==> src/design/tmr2_pkg.sv <==
// Purpose: constants for the capture/reload/baud timer
// Assumes: 8-bit special function register access, 25 MHz core clock
// Notes: register addresses are special function space addresses
package tmr2_pkg;
    localparam logic [7:0] TMR2_ADDR_CTRL  = 8'hc8; // timer control
    localparam logic [7:0] TMR2_ADDR_PULSE = 8'hc9; // pulse out control
    localparam logic [7:0] TMR2_ADDR_RLL   = 8'hca; // reload low byte
    localparam logic [7:0] TMR2_ADDR_RLH   = 8'hcb; // reload high byte
    localparam logic [7:0] TMR2_ADDR_CNTL  = 8'hcc; // count low byte
    localparam logic [7:0] TMR2_ADDR_CNTH  = 8'hcd; // count high byte
    // control register field positions
    localparam int TMR2_B_OVF  = 7;
    localparam int TMR2_B_EXT  = 6;
    localparam int TMR2_B_RCLK = 5;
    localparam int TMR2_B_TRANSMIT_CLOCK_SELECT = 4;
    localparam int TMR2_B_EXEN = 3;
    localparam int TMR2_B_RUN  = 2;
    localparam int TMR2_B_CT   = 1;
    localparam int TMR2_B_CPRL = 0;
    localparam int TMR2_B_POE  = 1; // pulse output enable bit
    localparam logic [7:0] TMR2_CTRL_RST = 8'h00;
    localparam logic [7:0] TMR2_RELOAD_RST = 8'h00;
    // prescale counts in core clocks
    localparam logic [3:0] TMR2_DIV_FAST = 4'h4;
    localparam logic [3:0] TMR2_DIV_SLOW = 4'hc;
    localparam logic [3:0] TMR2_DIV_BAUD = 4'h2;
    localparam logic [3:0] TMR2_BAUD_DIV = 4'hf; // divide-by-16 top
    localparam logic [15:0] TMR2_CNT_MAX = 16'hffff;
    typedef enum logic [1:0] {
        TMR2_MODE_PLAIN,
        TMR2_MODE_CAPTURE,
        TMR2_MODE_RELOAD,
        TMR2_MODE_BAUD
    } tmr2_mode_t;
endpackage : tmr2_pkg

==> src/design/tmr2_fall_det.sv <==
// Purpose: falling edge detector for a sampled pin
// Assumes: pin already synchronous to the clock
// Notes: a pin already low after reset reads as a falling edge, history starts high
`timescale 1ns/1ps
`default_nettype none
module tmr2_fall_det (
    input  wire logic core_clk_i,
    input  wire logic arst_n_i,
    input  wire logic pin_i,
    output logic      fall_o
);
    logic last; // previous pin level
    // history register; reset high so a pin low after reset reads as an edge
    always_ff @(posedge core_clk_i or negedge arst_n_i) begin
        if (!arst_n_i) begin
            last <= 1'b1;
        end else begin
            last <= pin_i;
        end
    end
    assign fall_o = last & ~pin_i;
endmodule : tmr2_fall_det
`default_nettype wire

==> src/design/tmr2_timer.sv <==
// Purpose: 16-bit timer with capture, auto-reload and baud generation
// Assumes: one write or read strobe at a time on the register port
// Notes: count bytes are unsafe to touch while generating baud clocks
`timescale 1ns/1ps
`default_nettype none
module tmr2_timer
    import tmr2_pkg::*;
(
    input  wire logic       core_clk_i,
    input  wire logic       arst_n_i,
    input  wire logic [7:0] sfr_addr_i,
    input  wire logic [7:0] sfr_wdata_i,
    input  wire logic       sfr_wr_i,
    input  wire logic       sfr_rd_i,
    output logic      [7:0] sfr_rdata_o,
    input  wire logic       count_input_pin_i,
    input  wire logic       external_trigger_pin_i,
    input  wire logic       pin_alt_function_option_i,
    output logic            shared_port_pin_o,
    output logic            overflow_pulse_o,
    output logic            baud_tick_o,
    output logic            tx_clock_o,
    output logic            rx_clock_o,
    output logic            irq_request_o
);
    logic [7:0]  timer_control_reg;       // control and flags
    logic        pulse_output_enable;     // pulse enable, bit 1 of pulse control
    logic [7:0]  count_low_byte;
    logic [7:0]  count_high_byte;
    logic [7:0]  reload_low_byte;
    logic [7:0]  reload_high_byte;
    logic [3:0]  pre_cnt;                 // prescaler
    logic [3:0]  baud_cnt;                // divide-by-16 chain
    logic        cnt_fall;                // count pin falling edge
    logic        trg_fall;                // trigger pin falling edge
    logic        ovf_q;                   // registered overflow pulse
    logic        forced_irq;              // one-written flag request
    tmr2_mode_t  mode;
    logic        baud_mode;
    logic        run;
    logic        exen;
    logic        tick;                    // counter advance strobe
    logic        wrap;                    // counter wraps this cycle
    logic        trg_evt;                 // qualified trigger edge
    logic [15:0] count;
    logic [15:0] reload;
    logic [3:0]  pre_top;
    logic        prescale_select;         // 1: every 4, 0: every 12
    logic        wr_ctrl;
    logic        wr_pulse;

    // address match helper, used by every write strobe
    function automatic logic hit(input logic [7:0] a, input logic [7:0] b);
        hit = (a == b);
    endfunction : hit

    tmr2_fall_det u_cnt_fall (
        .core_clk_i (core_clk_i),
        .arst_n_i   (arst_n_i),
        .pin_i      (count_input_pin_i),
        .fall_o     (cnt_fall)
    );

    tmr2_fall_det u_trg_fall (
        .core_clk_i (core_clk_i),
        .arst_n_i   (arst_n_i),
        .pin_i      (external_trigger_pin_i),
        .fall_o     (trg_fall)
    );

    assign count  = {count_high_byte, count_low_byte};
    assign reload = {reload_high_byte, reload_low_byte};
    assign run    = timer_control_reg[TMR2_B_RUN];
    assign exen   = timer_control_reg[TMR2_B_EXEN];
    assign wr_ctrl  = sfr_wr_i & hit(sfr_addr_i, TMR2_ADDR_CTRL);
    assign wr_pulse = sfr_wr_i & hit(sfr_addr_i, TMR2_ADDR_PULSE);

    // mode decode; clock select bits win over capture select
    always_comb begin
        baud_mode = timer_control_reg[TMR2_B_RCLK]
                  | timer_control_reg[TMR2_B_TRANSMIT_CLOCK_SELECT];
        if (baud_mode) begin
            mode = TMR2_MODE_BAUD;
        end else if (timer_control_reg[TMR2_B_CPRL]) begin
            // capture needs the trigger enabled to differ from plain
            mode = exen ? TMR2_MODE_CAPTURE : TMR2_MODE_PLAIN;
        end else begin
            mode = TMR2_MODE_RELOAD;
        end
    end

    // prescale top: baud ignores the prescale select input
    always_comb begin
        if (baud_mode) begin
            pre_top = TMR2_DIV_BAUD;
        end else if (prescale_select) begin
            pre_top = TMR2_DIV_FAST;
        end else begin
            pre_top = TMR2_DIV_SLOW;
        end
    end

    // prescale select lives in the clock control register elsewhere;
    // here it is held as bit 5 of the pulse control register

    // advance strobe; counter mode uses the count pin except in baud
    always_comb begin
        if (!run) begin
            tick = 1'b0;
        end else if (timer_control_reg[TMR2_B_CT] && !baud_mode) begin
            tick = cnt_fall;
        end else begin
            tick = (pre_cnt == pre_top - 4'h1);
        end
    end

    assign wrap = tick & (count == TMR2_CNT_MAX);

    assign trg_evt = exen & trg_fall;

    // prescaler, free running while enabled
    always_ff @(posedge core_clk_i or negedge arst_n_i) begin
        if (!arst_n_i) begin
            pre_cnt <= 4'h0;
        end else if (!run || (pre_cnt >= pre_top - 4'h1)) begin
            pre_cnt <= 4'h0;
        end else begin
            pre_cnt <= pre_cnt + 4'h1;
        end
    end

    // count bytes: reloads, increments and software writes
    always_ff @(posedge core_clk_i or negedge arst_n_i) begin
        if (!arst_n_i) begin
            count_low_byte  <= 8'h00;
            count_high_byte <= 8'h00;
        end else if (wrap && mode == TMR2_MODE_BAUD) begin
            {count_high_byte, count_low_byte} <= reload;
        end else if (wrap && mode == TMR2_MODE_RELOAD) begin
            {count_high_byte, count_low_byte} <= reload;
        end else if (trg_evt && mode == TMR2_MODE_RELOAD) begin
            {count_high_byte, count_low_byte} <= reload;
        end else if (tick) begin
            {count_high_byte, count_low_byte} <= count + 16'h0001;
        end else if (sfr_wr_i && hit(sfr_addr_i, TMR2_ADDR_CNTL)) begin
            count_low_byte <= sfr_wdata_i;
        end else if (sfr_wr_i && hit(sfr_addr_i, TMR2_ADDR_CNTH)) begin
            count_high_byte <= sfr_wdata_i;
        end
    end

    // reload/capture pair; capture wins over a software write
    always_ff @(posedge core_clk_i or negedge arst_n_i) begin
        if (!arst_n_i) begin
            reload_low_byte  <= TMR2_RELOAD_RST;
            reload_high_byte <= TMR2_RELOAD_RST;
        end else if (trg_evt && mode == TMR2_MODE_CAPTURE) begin
            reload_low_byte  <= count_low_byte;
            reload_high_byte <= count_high_byte;
        end else if (sfr_wr_i && hit(sfr_addr_i, TMR2_ADDR_RLL)) begin
            reload_low_byte <= sfr_wdata_i;
        end else if (sfr_wr_i && hit(sfr_addr_i, TMR2_ADDR_RLH)) begin
            reload_high_byte <= sfr_wdata_i;
        end
    end

    // control register; hardware set beats a software clear
    always_ff @(posedge core_clk_i or negedge arst_n_i) begin
        if (!arst_n_i) begin
            timer_control_reg <= TMR2_CTRL_RST;
        end else begin
            if (wr_ctrl) begin
                timer_control_reg <= sfr_wdata_i;
            end
            if (wrap && !baud_mode) begin
                timer_control_reg[TMR2_B_OVF] <= 1'b1;
            end
            if (trg_evt) begin
                timer_control_reg[TMR2_B_EXT] <= 1'b1;
            end
        end
    end

    // forced request when software writes a one to either flag
    always_ff @(posedge core_clk_i or negedge arst_n_i) begin
        if (!arst_n_i) begin
            forced_irq <= 1'b0;
        end else begin
            forced_irq <= wr_ctrl
                        & (sfr_wdata_i[TMR2_B_OVF] | sfr_wdata_i[TMR2_B_EXT]);
        end
    end

    // pulse control register and prescale select bit
    always_ff @(posedge core_clk_i or negedge arst_n_i) begin
        if (!arst_n_i) begin
            pulse_output_enable <= 1'b0;
            prescale_select     <= 1'b0;
        end else if (wr_pulse) begin
            pulse_output_enable <= sfr_wdata_i[TMR2_B_POE];
            prescale_select     <= sfr_wdata_i[5];
        end
    end

    // registered overflow pulse, one core clock wide
    always_ff @(posedge core_clk_i or negedge arst_n_i) begin
        if (!arst_n_i) begin
            ovf_q <= 1'b0;
        end else begin
            ovf_q <= wrap;
        end
    end

    // divide-by-16 of overflows for the uart bit clock
    always_ff @(posedge core_clk_i or negedge arst_n_i) begin
        if (!arst_n_i) begin
            baud_cnt    <= 4'h0;
            baud_tick_o <= 1'b0;
        end else begin
            baud_tick_o <= 1'b0;
            if (wrap && baud_mode) begin
                baud_cnt    <= baud_cnt + 4'h1;
                baud_tick_o <= (baud_cnt == TMR2_BAUD_DIV);
            end
        end
    end

    // uart clock selects route the divided tick
    assign tx_clock_o = baud_tick_o & timer_control_reg[TMR2_B_TRANSMIT_CLOCK_SELECT];
    assign rx_clock_o = baud_tick_o & timer_control_reg[TMR2_B_RCLK];
    assign overflow_pulse_o = ovf_q;

    assign shared_port_pin_o = ovf_q & pulse_output_enable
                             & pin_alt_function_option_i;

    // sticky flags plus forced request; mask lives in the interrupt unit
    assign irq_request_o = timer_control_reg[TMR2_B_OVF]
                         | timer_control_reg[TMR2_B_EXT] | forced_irq;

    // read data registered; unmapped addresses read zero
    always_ff @(posedge core_clk_i or negedge arst_n_i) begin
        if (!arst_n_i) begin
            sfr_rdata_o <= 8'h00;
        end else if (!sfr_rd_i) begin
            sfr_rdata_o <= 8'h00;
        end else if (hit(sfr_addr_i, TMR2_ADDR_CTRL)) begin
            sfr_rdata_o <= timer_control_reg;
        end else if (hit(sfr_addr_i, TMR2_ADDR_PULSE)) begin
            sfr_rdata_o <= {2'b00, prescale_select, 3'b000,
                            pulse_output_enable, 1'b0};
        end else if (hit(sfr_addr_i, TMR2_ADDR_RLL)) begin
            sfr_rdata_o <= reload_low_byte;
        end else if (hit(sfr_addr_i, TMR2_ADDR_RLH)) begin
            sfr_rdata_o <= reload_high_byte;
        end else if (hit(sfr_addr_i, TMR2_ADDR_CNTL)) begin
            sfr_rdata_o <= count_low_byte;
        end else if (hit(sfr_addr_i, TMR2_ADDR_CNTH)) begin
            sfr_rdata_o <= count_high_byte;
        end else begin
            sfr_rdata_o <= 8'h00;
        end
    end
endmodule : tmr2_timer
`default_nettype wire

==> config.mk <==
export PLATFORM = sky130hd
export DESIGN_NAME = tmr2_timer
export DESIGN_NICKNAME = d
export VERILOG_FILES = /design/src/design/tmr2_pkg.sv /design/src/design/tmr2_fall_det.sv /design/src/design/tmr2_timer.sv
export SDC_FILE = /design/constraint.sdc
export NUM_CORES = 1
export LEC_CHECK = 0
export BUFFER_PORTS_ARGS = -buffer_cell sky130_fd_sc_hd__buf_2
export CAP_MARGIN = 20
export CORE_UTILIZATION = 53
export CTS_BUF_LIST = sky130_fd_sc_hd__clkbuf_4 sky130_fd_sc_hd__clkbuf_8 sky130_fd_sc_hd__clkbuf_16
export DETAILED_ROUTE_END_ITERATION = 7
export PLACE_DENSITY = 0.76
export SETUP_SLACK_MARGIN = 0.02
export SYNTH_ARGS = -nofsm -noshare
export SYNTH_HDL_FRONTEND = slang
export SYNTH_SLANG_ARGS = --single-unit
==> constraint.sdc <==
create_clock -name core_clk_i -period 2.6 [get_ports core_clk_i]
set_clock_uncertainty 0.2 [all_clocks]
set_input_delay 0.26 -clock core_clk_i [delete_from_list [all_inputs] [get_ports core_clk_i]]
set_output_delay 0.26 -clock core_clk_i [all_outputs]
set_load 0.01 [all_outputs]
; After elaboration in Yosys (flattened, before gate mapping)
; Index checks and enable logic that the tools add are counted.
[totals]
input_bits = 23
ff_bits = 63
ramBits = 0
output_inout_bits = 14
mem_count = 0
elab_cells = 110
rom_bits = 0
latch_bits = 0
[op_classes]
div = 0
magnitude_cmp = 1
eq_ne = 14
n_mux = 35
n_mul = 0
n_reduce_logical = 22
addsub = 4
bitwise = 17
shift = 0
[op_table]
columns = operator, count
row1 = $mux W8, 24
row2 = $eq A8 B8 Y1 const B, 6
row3 = $add A16 B1 Y16 const B, 1
row4 = $eq A16 B16 Y1 const B, 1
row5 = $mux W4, 3
row6 = $and A1 B1 Y1, 11
row7 = $logic_and A1 B1 Y1, 11
row8 = $reduce_bool A5 Y1, 2
row9 = $add A4 B1 Y4 const B, 2
row10 = $reduce_bool A2 Y1, 4
row11 = $mux W1, 6
row12 = $ne A5 B5 Y1 const B, 1
row13 = $eq A2 B2 Y1 const B, 2
row14 = $eq A4 B4 Y1, 1
row15 = $eq A4 B4 Y1 const B, 1
row16 = $ge A4 B4 Y1, 1
row17 = $mux W2, 2
row18 = $or A1 B1 Y1, 4
row19 = $reduce_and A2 Y1, 2
row20 = $sub A4 B1 Y4 const B, 1
row21 = $eq A2 B1 Y1 const B, 1
row22 = $logic_not A1 Y1, 2
row23 = $ne A2 B2 Y1 const B, 1
row24 = $not A1 Y1, 2
row25 = $logic_or A1 B1 Y1, 1

; Longest topological paths before layout
; Gate-level depths: netlist of run 1.
[logic_depth]
ltp_word = 10
depth_mapped = 11
depth_no_buf = 8

; Hierarchy
; From an unflattened synthesis of run 1, not the netlist that was laid out.
[unflattened]
cells_unflattened = 386
area_unflattened_um2 = 3679.8
[modules_own_cells]
columns = module, n_inst, area_each_um2, cells_per_inst, seq_area_each_um2
row1 = tmr2_timer, 1, 3599.7, 382, 1526.5
row2 = tmr2_fall_det, 2, 40.0, 2, 26.3

; Worst setup path after synthesis of run 1
; No wires, ideal clock.
[synth_path]
path_kind = flip-flop to flip-flop
start = reg timer_control_reg[4]
end = reg count_low_byte[4]
period_less_slack_ns = 2.681
t_arrival_ns = 2.356
stages_incl_launch_ff = 12
path_buffers = 3
setup_slack_ns = -0.081
setup_ns = 0.125
required_time_ns = 2.275
path_cell_list = dfrtp_1 -> or2_2 -> clkbuf_1 -> ha_1 -> nand4b_1 -> mux2i_1 -> and2_1 -> buf_6 -> clkbuf_1 -> o21ai_0 -> o2111ai_1 -> nand2_1
[synth_between]
elab_chain_len = 10
elab_cells_between_ends = 20
cone_classes = add/sub (1) / eq/ne (3) / mux (8) / bitwise (2) / reduce/logical (6)
[synth_rtl]
columns = element, line
row1 = "start, declared", tmr2_timer.sv:26  ; logic [7:0] timer_control_reg;
row2 = "start signal, assigned", tmr2_timer.sv:173  ; timer_control_reg <= sfr_wdata_i;
row3 = $or A1 B1 Y1 (*), tmr2_timer.sv:81  ; | timer_control_reg[TMR2_B_TRANSMIT_CLOCK_SELECT];
row4 = $mux W4, tmr2_timer.sv:94  ; if (baud_mode) begin
row5 = $sub A4 B1 Y4, tmr2_timer.sv:113  ; tick = (pre_cnt == pre_top - 4'h1);
row6 = $eq A4 B4 Y1, tmr2_timer.sv:113
row7 = $mux W1, tmr2_timer.sv:110  ; end else if (timer_control_reg[TMR2_B_CT] && !baud_mode) begin
row8 = $mux W1, tmr2_timer.sv:108  ; if (!run) begin
row9 = $mux W8 or $and A1 B1 Y1 (tied branches), "tmr2_timer.sv:143, tmr2_timer.sv:117"
row10 = $mux W8 or $logic_and A1 B1 Y1 (tied branches), "tmr2_timer.sv:141, tmr2_timer.sv:139"
row11 = $mux W8, tmr2_timer.sv:139  ; end else if (wrap && mode == TMR2_MODE_RELOAD) begin
row12 = $mux W8, tmr2_timer.sv:137  ; end else if (wrap && mode == TMR2_MODE_BAUD) begin
row13 = "end signal, assigned", tmr2_timer.sv:138  ; {count_high_byte, count_low_byte} <= reload;
row14 = "end signal, assigned", tmr2_timer.sv:140  ; {count_high_byte, count_low_byte} <= reload;
row15 = "end signal, assigned", tmr2_timer.sv:142  ; {count_high_byte, count_low_byte} <= reload;
row16 = "end, declared", tmr2_timer.sv:28  ; logic [7:0] count_low_byte;
; Mark *: on every way between the ends. The rest lies on a longest branch, timed or not.
; A chain may end at the register's enable or synchronous reset.

; Worst setup path in the final report of run 1
[layout_path]
start = reg prescale_select
end = reg count_high_byte[6]
[layout_between]
elab_chain_len = 10
elab_cells_between_ends = 16
cone_classes = add/sub (1) / eq/ne (2) / mux (8) / bitwise (1) / reduce/logical (4)
[layout_rtl]
columns = element, line
row1 = "start, declared", tmr2_timer.sv:48  ; logic prescale_select;
row2 = "start signal, assigned", tmr2_timer.sv:201  ; prescale_select <= sfr_wdata_i[5];
row3 = $mux W4 (*), tmr2_timer.sv:96  ; end else if (prescale_select) begin
row4 = $mux W4 (*), tmr2_timer.sv:94
row5 = $sub A4 B1 Y4 (*), tmr2_timer.sv:113
row6 = $eq A4 B4 Y1 (*), tmr2_timer.sv:113
row7 = $mux W1 (*), tmr2_timer.sv:110
row8 = $mux W1 (*), tmr2_timer.sv:108
row9 = $and A1 B1 Y1 or $mux W8 (tied branches), "tmr2_timer.sv:117, tmr2_timer.sv:143"
row10 = "$logic_and A1 B1 Y1, or another cell as far along", tmr2_timer.sv:137
row11 = "$ne A5 B5 Y1 (no source line), or another cell as far along", n/a
row12 = $reduce_and A2 Y1 (no source line) or $mux W8 (tied branches), n/a
row13 = "end signal, assigned", tmr2_timer.sv:138
row14 = "end signal, assigned", tmr2_timer.sv:140
row15 = "end signal, assigned", tmr2_timer.sv:142
row16 = "end, declared", tmr2_timer.sv:29  ; logic [7:0] count_high_byte;
; Marked as above.

==> results of run 1 <==
-- power by group --
group	internal, µW	leakage [µW]	total, µW	switching, µW
logic	246	0.00108	540	294
registers	1070	0.000854	1180	102
clock network	388	0.0000930	777	389
total	1710	0.00203	2490	785
-- cells by family after synthesis --
family,count (synthesis),share of synthesized area
simple gates,119,0.166
compound gates,98,0.181
flops,63,0.433
mux,43,0.121
buf+inv,27,0.0422
xor+xnor,16,0.0384
fa+ha+maj,5,0.0172
-- per-layer routing --
metal	vias up	part of all wire	GRT usage
met2	179	0.44	0.479
met4	0	0.038	0.139
li1	1525	-	-
met5	-	0	0
met1	1608	0.43	0.437
met3	43	0.084	0.0564
-- layout by cell type, fill, tap and decap left out, types with 3 or more instances in the layout --
cell / count
clkinv_2: 3
a21oi_1: 23
a31oi_1: 6
clkbuf_8: 10
nand3_1: 7
inv_1: 4
dfrtp_1: 61
o211ai_1: 4
xor2_1: 4
nor2_1: 41
nor3b_1: 3
o21ai_1: 3
nand4_1: 8
o22ai_1: 7
dlygate4sd3_1: 3
o21ai_0: 10
buf_4: 40
nor3_1: 5
a211oi_1: 12
mux2_2: 9
buf_2: 36
mux2i_1: 32
or3_4: 3
a311oi_1: 3
nand3b_1: 3
a22oi_1: 9
nand2_1: 22
ha_1: 3
xnor2_1: 12
nor2b_1: 4
-- metrics by stage --
step                      setup slack [ns]   util  area, µm²  hold WS (ns)
final                              -0.0353  0.683       4440        0.0296
after detailed placement           -0.0577  0.627       4080         0.138
after global placement              0.0374  0.627       4080         0.142
after CTS                         -0.00492  0.667       4330        0.0139
after global routing                -0.129  0.683       4440        0.0401
after floorplan                     0.0319      -       3650        -0.236
-- final cells by class --
type | instances | area (µm²) | area share
well taps | 77 | 96.3 | 0.0217
repair buffers | 82 | 562 | 0.127
multi-input cells | 282 | 2010 | 0.453
flip-flops and latches | 63 | 1580 | 0.356
clock inverters | 4 | 22.5 | 0.00507
inverters | 4 | 15.0 | 0.00338
clock buffers | 12 | 153 | 0.0344
-- how the worst max path moves through the flow --
stage,from,end,depth (start not counted)
2_1_floorplan,timer_control_reg[4],baud_cnt[1],8
3_3_place_gp,timer_control_reg[4],count_low_byte[3],8
3_5_place_dp,timer_control_reg[4],count_high_byte[4],9
4_1_cts,timer_control_reg[4],count_low_byte[1],8
5_1_grt,prescale_select,count_high_byte[4],9
6_report,prescale_select,count_high_byte[6],9
-- timing repair --
action | in CTS | in global routing
setup buffers | 2 | 6
hold buffers | 3 | 0
cloned | 1 | 0
resized for setup | 5 | 16
hold endpoints to repair | 32 | 0
setup endpoints to repair | 15 | 19
pin swaps | 0 | 8
==> reports/results.ini, run 1 <==
[placed_design]
dp_hpwl_mm = 7.59
port_buffers = 36
gp_congestion = 0.956
dp.cells = 496

[finish]
fill_cells = 521
nets = 470
diodes = 0
final_cells = 524
syn_to_final_growth_pct = 21.7
layout-drive-gt1-share = 0.300

[die]
core_area_um2 = 6490
start_util = 0.562
die_area_um2 = 7220
io-pin-count = 37
die_w_um = 85.0
num_rows = 29
die_h_um = 85.0

[clock_network]
cts_tree = built
cts_sinks = 63
cts_inserted_buffers = 9
clkLatencyLatePin_ns = 0.35
clkTransAtPathRegs_ns = 0.08
clockRootBuffer = clkbuf_8
h-tree-depth = 3
cts_buffer_depth = 2

[sta]
fmax_mhz = 379
tns_ns = -0.0901
worst_slack_ns = -0.0353
tightest_slew_ns = 0.699
slew_viol_final = 0
setup_viol = 6
fin_crit_ns = 2.64
rsz0062_at_grt = yes
fin_crit_sh = 1.01
maxSlewHeadroom = 0.534
hold_viol_final = 0

[routing]
drtIter0Drc = 385
drcViolationCount = 7
vias_per_cell = 6.40
drt_wl_total_mm = 10.7
ant_nets = 0
avgRoutedWirePerCell_um = 20.4
vias = 3355
first_pass_iters = 8

[power_and_ir_drop]
ir_worst_vdd_v = 0.000319
pwr_density_cell_nw_per_um2 = 562
leakage_uw = 0.00203
fin_total_pwr_uw = 2490

[worst_setup_path]
path_max_fanout = 6
rrSetupSlack_ns = -0.04
r2r_cells = 9
path_cells = or3_4, ha_4, nand4b_1, mux2i_4, and2_4, buf_4, buf_4, mux2i_1, o21ai_1
startpoint_type = register
timing.critical_path.buf_inv = 2
max_stage_delay_ns = 0.40
critical_path_class = register to register
crit_top_cell = buf_4
cp.required_ns = 2.63
worstPathArrival_ns = 2.66
end_kind = register
rr_endpoint = count_high_byte[6]
worst_r2r_startpoint = prescale_select
crit_family = simple AND/OR/NAND/NOR gates
cp_slowest_cell = dfrtp_1

[synthesis]
synth_async_sr_flop_share = 1.00
syn_area_per_cell_um2 = 9.83
synthDistinctLibCells = 60
synth.top_cells.by_count = dfrtp_1 (61), nor2_1 (41), mux2i_1 (33)
synth_edf_count = 0
synth.cell_area_um2 = 3650
ys_seq_area_frac = 0.433
syn_inst = 371
ys_ff_latch = 63
syn_nets = 399
ys_warn_count = 0
yosys.area.top_type = dfrtp_1
ys.flop_type = dfrtp_1
synth_top_area_share = 0.419
synth_area_leaders = dfrtp_1 (42%), mux2i_1 (9.1%), nor2_1 (4.2%)
yosysMostFrequentCell = dfrtp_1

[global_route]
grtUsageTotal = 0.313
grt_pass1_wl_mm = 17.0
overflow = 0
grt_pass1_vias = 3235
grt_max_degree = 34
antenna_found_initial = 0

[hold_path]
worstHoldEndpoint = sfr_rdata_o[4]
hold_class = input port to register
hold-path-cell-count = 2
hp-start = sfr_addr_i[0]

[run_status]
status = finished, violations left
violations = design-rule violations, negative setup slack

[run]
maxCapViolCount = 0

Note: power is estimated with default switching activity, not from simulation.
==> run 2: changes to the inputs <==
--- a/config.mk
+++ b/config.mk
@@ -7,10 +7,10 @@
 export LEC_CHECK = 0
 export BUFFER_PORTS_ARGS = -buffer_cell sky130_fd_sc_hd__buf_2
 export CAP_MARGIN = 20
-export CORE_UTILIZATION = 53
+export CORE_UTILIZATION = 59
 export CTS_BUF_LIST = sky130_fd_sc_hd__clkbuf_4 sky130_fd_sc_hd__clkbuf_8 sky130_fd_sc_hd__clkbuf_16
 export DETAILED_ROUTE_END_ITERATION = 7
-export PLACE_DENSITY = 0.76
+export PLACE_DENSITY = 0.8
 export SETUP_SLACK_MARGIN = 0.02
 export SYNTH_ARGS = -nofsm -noshare
 export SYNTH_HDL_FRONTEND = slang
==> constraint.sdc (replaced) <==
create_clock -name core_clk_i -period 2.5 [get_ports core_clk_i]
set_clock_uncertainty 0.2 [all_clocks]
set_input_delay 0.25 -clock core_clk_i [delete_from_list [all_inputs] [get_ports core_clk_i]]
set_output_delay 0.25 -clock core_clk_i [all_outputs]
set_load 0.01 [all_outputs]
==> run 2 against run 1 <==
  * The run ends with negative setup slack left
  * First-iteration DRC count increased by 8.6%
  * Wire length is 7.4% higher
  * Global-route usage up 5.5 points
  * Largest power group unchanged
  * Clock power rose by 42%
  * Critical path depth is 1 lower
  * Fmax fell by 1.2%
==> reports/results.ini, run 2 (synthesis results as in run 1) <==
[die]
num_rows = 28
die_w_um = 80.6
io-pin-count = 37
core_area_um2 = 5960
die_area_um2 = 6500
die_h_um = 80.6
start_util = 0.612

[power_and_ir_drop]
pwr_density_cell_nw_per_um2 = 630
leakage_uw = 0.00211
fin_total_pwr_uw = 2910
ir_worst_vdd_v = 0.000484

[global_route]
antenna_found_initial = 0
grt_pass1_vias = 3331
overflow = 0
grt_max_degree = 50
grtUsageTotal = 0.368
grt_pass1_wl_mm = 17.1

[finish]
layout_commonest_cell = dfrtp_1
multi_input_area_um2 = 2040
final_cells = 532
fill_cells = 393
nets = 480
diodes = 0
syn_to_final_growth_pct = 26.6
seq_area_um2 = 1580
final_cell_mix = dfrtp_1 (61), buf_4 (46), nor2_1 (41), buf_2 (36), mux2i_1 (32)
layout-drive-gt1-share = 0.324

[routing]
vias_per_cell = 6.63
ant_nets = 0
first_pass_iters = 5
drtIter0Drc = 418
avgRoutedWirePerCell_um = 21.6
drt_wl_total_mm = 11.5
vias = 3528
drcViolationCount = 0

[run]
maxCapViolCount = 0

[sta]
rsz0062_at_grt = yes
slew_viol_final = 0
hold_viol_final = 0
maxSlewHeadroom = 0.632
fmax_mhz = 375
tightest_slew_ns = 0.547
worst_slack_ns = -0.166
fin_crit_sh = 1.07
setup_viol = 19
fin_crit_ns = 2.67

[worst_setup_path]
path_cells = or3_1, ha_1, nand4b_1, mux2i_4, and2_4, mux2i_1, nor3_2, a221o_1
end_kind = register
crit_family = simple AND/OR/NAND/NOR gates
critical_path_class = register to register
max_stage_delay_ns = 0.42
rrSetupSlack_ns = -0.17
timing.critical_path.buf_inv = 0
worstPathArrival_ns = 2.70
cp_slowest_cell = dfrtp_1
cp.required_ns = 2.53
path_max_fanout = 5
startpoint_type = register

[clock_network]
clkTransAtPathRegs_ns = 0.08
cts_buffer_depth = 2
h-tree-depth = 3
cts_inserted_buffers = 9
clockRootBuffer = clkbuf_8
cts_tree = built
cts_sinks = 63
clkLatencyLatePin_ns = 0.37

[run_status]
violations = negative setup slack
status = finished, violations left

[placed_design]
dp_hpwl_mm = 8.13
pre_cts_slack_ns = -0.113
dp.cells = 501
port_buffers = 36
gp_congestion = 0.966

[hold_path]
hold_class = input port to register

==> run 2: cell count changes in the layout (fill, tap and decap cells not counted), sizes merged <==
cell	before	now
bufinv	0	3
clkinv	3	4
dlygate4sd3	3	4
clkbuf	12	9
buf	79	88
clkinvlp	1	0
==> run 2: metal layers <==
| layer | share of wire | wire [µm] | vias to the layer above | GRT usage |
|---|---|---|---|---|
| li1 | - | - | 1538 | - |
| met1 | 0.40 | 4590 | 1708 | 0.470 |
| met2 | 0.47 | 5390 | 233 | 0.577 |
| met3 | 0.092 | 1050 | 49 | 0.0818 |
| met4 | 0.039 | 447 | 0 | 0.200 |
| met5 | 0 | 0 | - | 0 |
==> run 2: cell type report <==
class | instances | area share
multi-input cells | 282 | 0.442
flip-flops and latches | 63 | 0.342
repair buffers | 92 | 0.139
clock buffers | 9 | 0.0268
clock inverters | 7 | 0.0263
well taps | 75 | 0.0203
inverters | 4 | 0.00325
==> run 2: through the flow <==
step | instance area [µm²] | utilization | hold slack, ns | TNS, ns
finish | 4620 | 0.775 | 0.0217 | -1.53
global route | 4620 | 0.775 | 0.0384 | -2.97
CTS | 4510 | 0.757 | 0.0123 | -0.545
detailed placement | 4130 | 0.693 | -0.0190 | -0.705
global placement | 4130 | 0.693 | -0.0244 | -0.0190
floorplan | 3680 | - | -0.246 | -0.00182
==> run 2: path summary, 6_finish.rpt <==
check / from / depth (start not counted) / end
setup / recovery: timer_control_reg[5] / 8 / count_low_byte[1]
hold / removal: sfr_wdata_i[5] / 2 / prescale_select
setup reg to reg: timer_control_reg[5] / 8 / count_low_byte[1]
hold reg to reg: baud_cnt[3] / 1 / baud_cnt[3]
max in group asynchronous: arst_n_i / 3 / u_cnt_fall.last
min in group asynchronous: arst_n_i / 2 / sfr_rdata_o[5]
==> run 2: where the power goes <==
part,total [µW],switching (µW),internal (µW)
Combinational,580,321,260
Sequential,1230,109,1120
Clock,1100,438,665
==> run 2: worst reg2reg max path: stages, from the launching register on <==
cell and delay (ns):
dfrtp_1 0.42, or3_1 0.36, ha_1 0.30, nand4b_1 0.14, mux2i_4 0.25, and2_4 0.24
mux2i_1 0.25, nor3_2 0.08, a221o_1 0.28
==> run 2: what timing repair did <==
action,in CTS,in global routing
endpoints found under the setup margin,18,21
buffers inserted,6,4
gates cloned,0,1
pin swaps,5,11
gates resized for setup,14,17
hold endpoints to repair,64,0
hold buffers,4,0
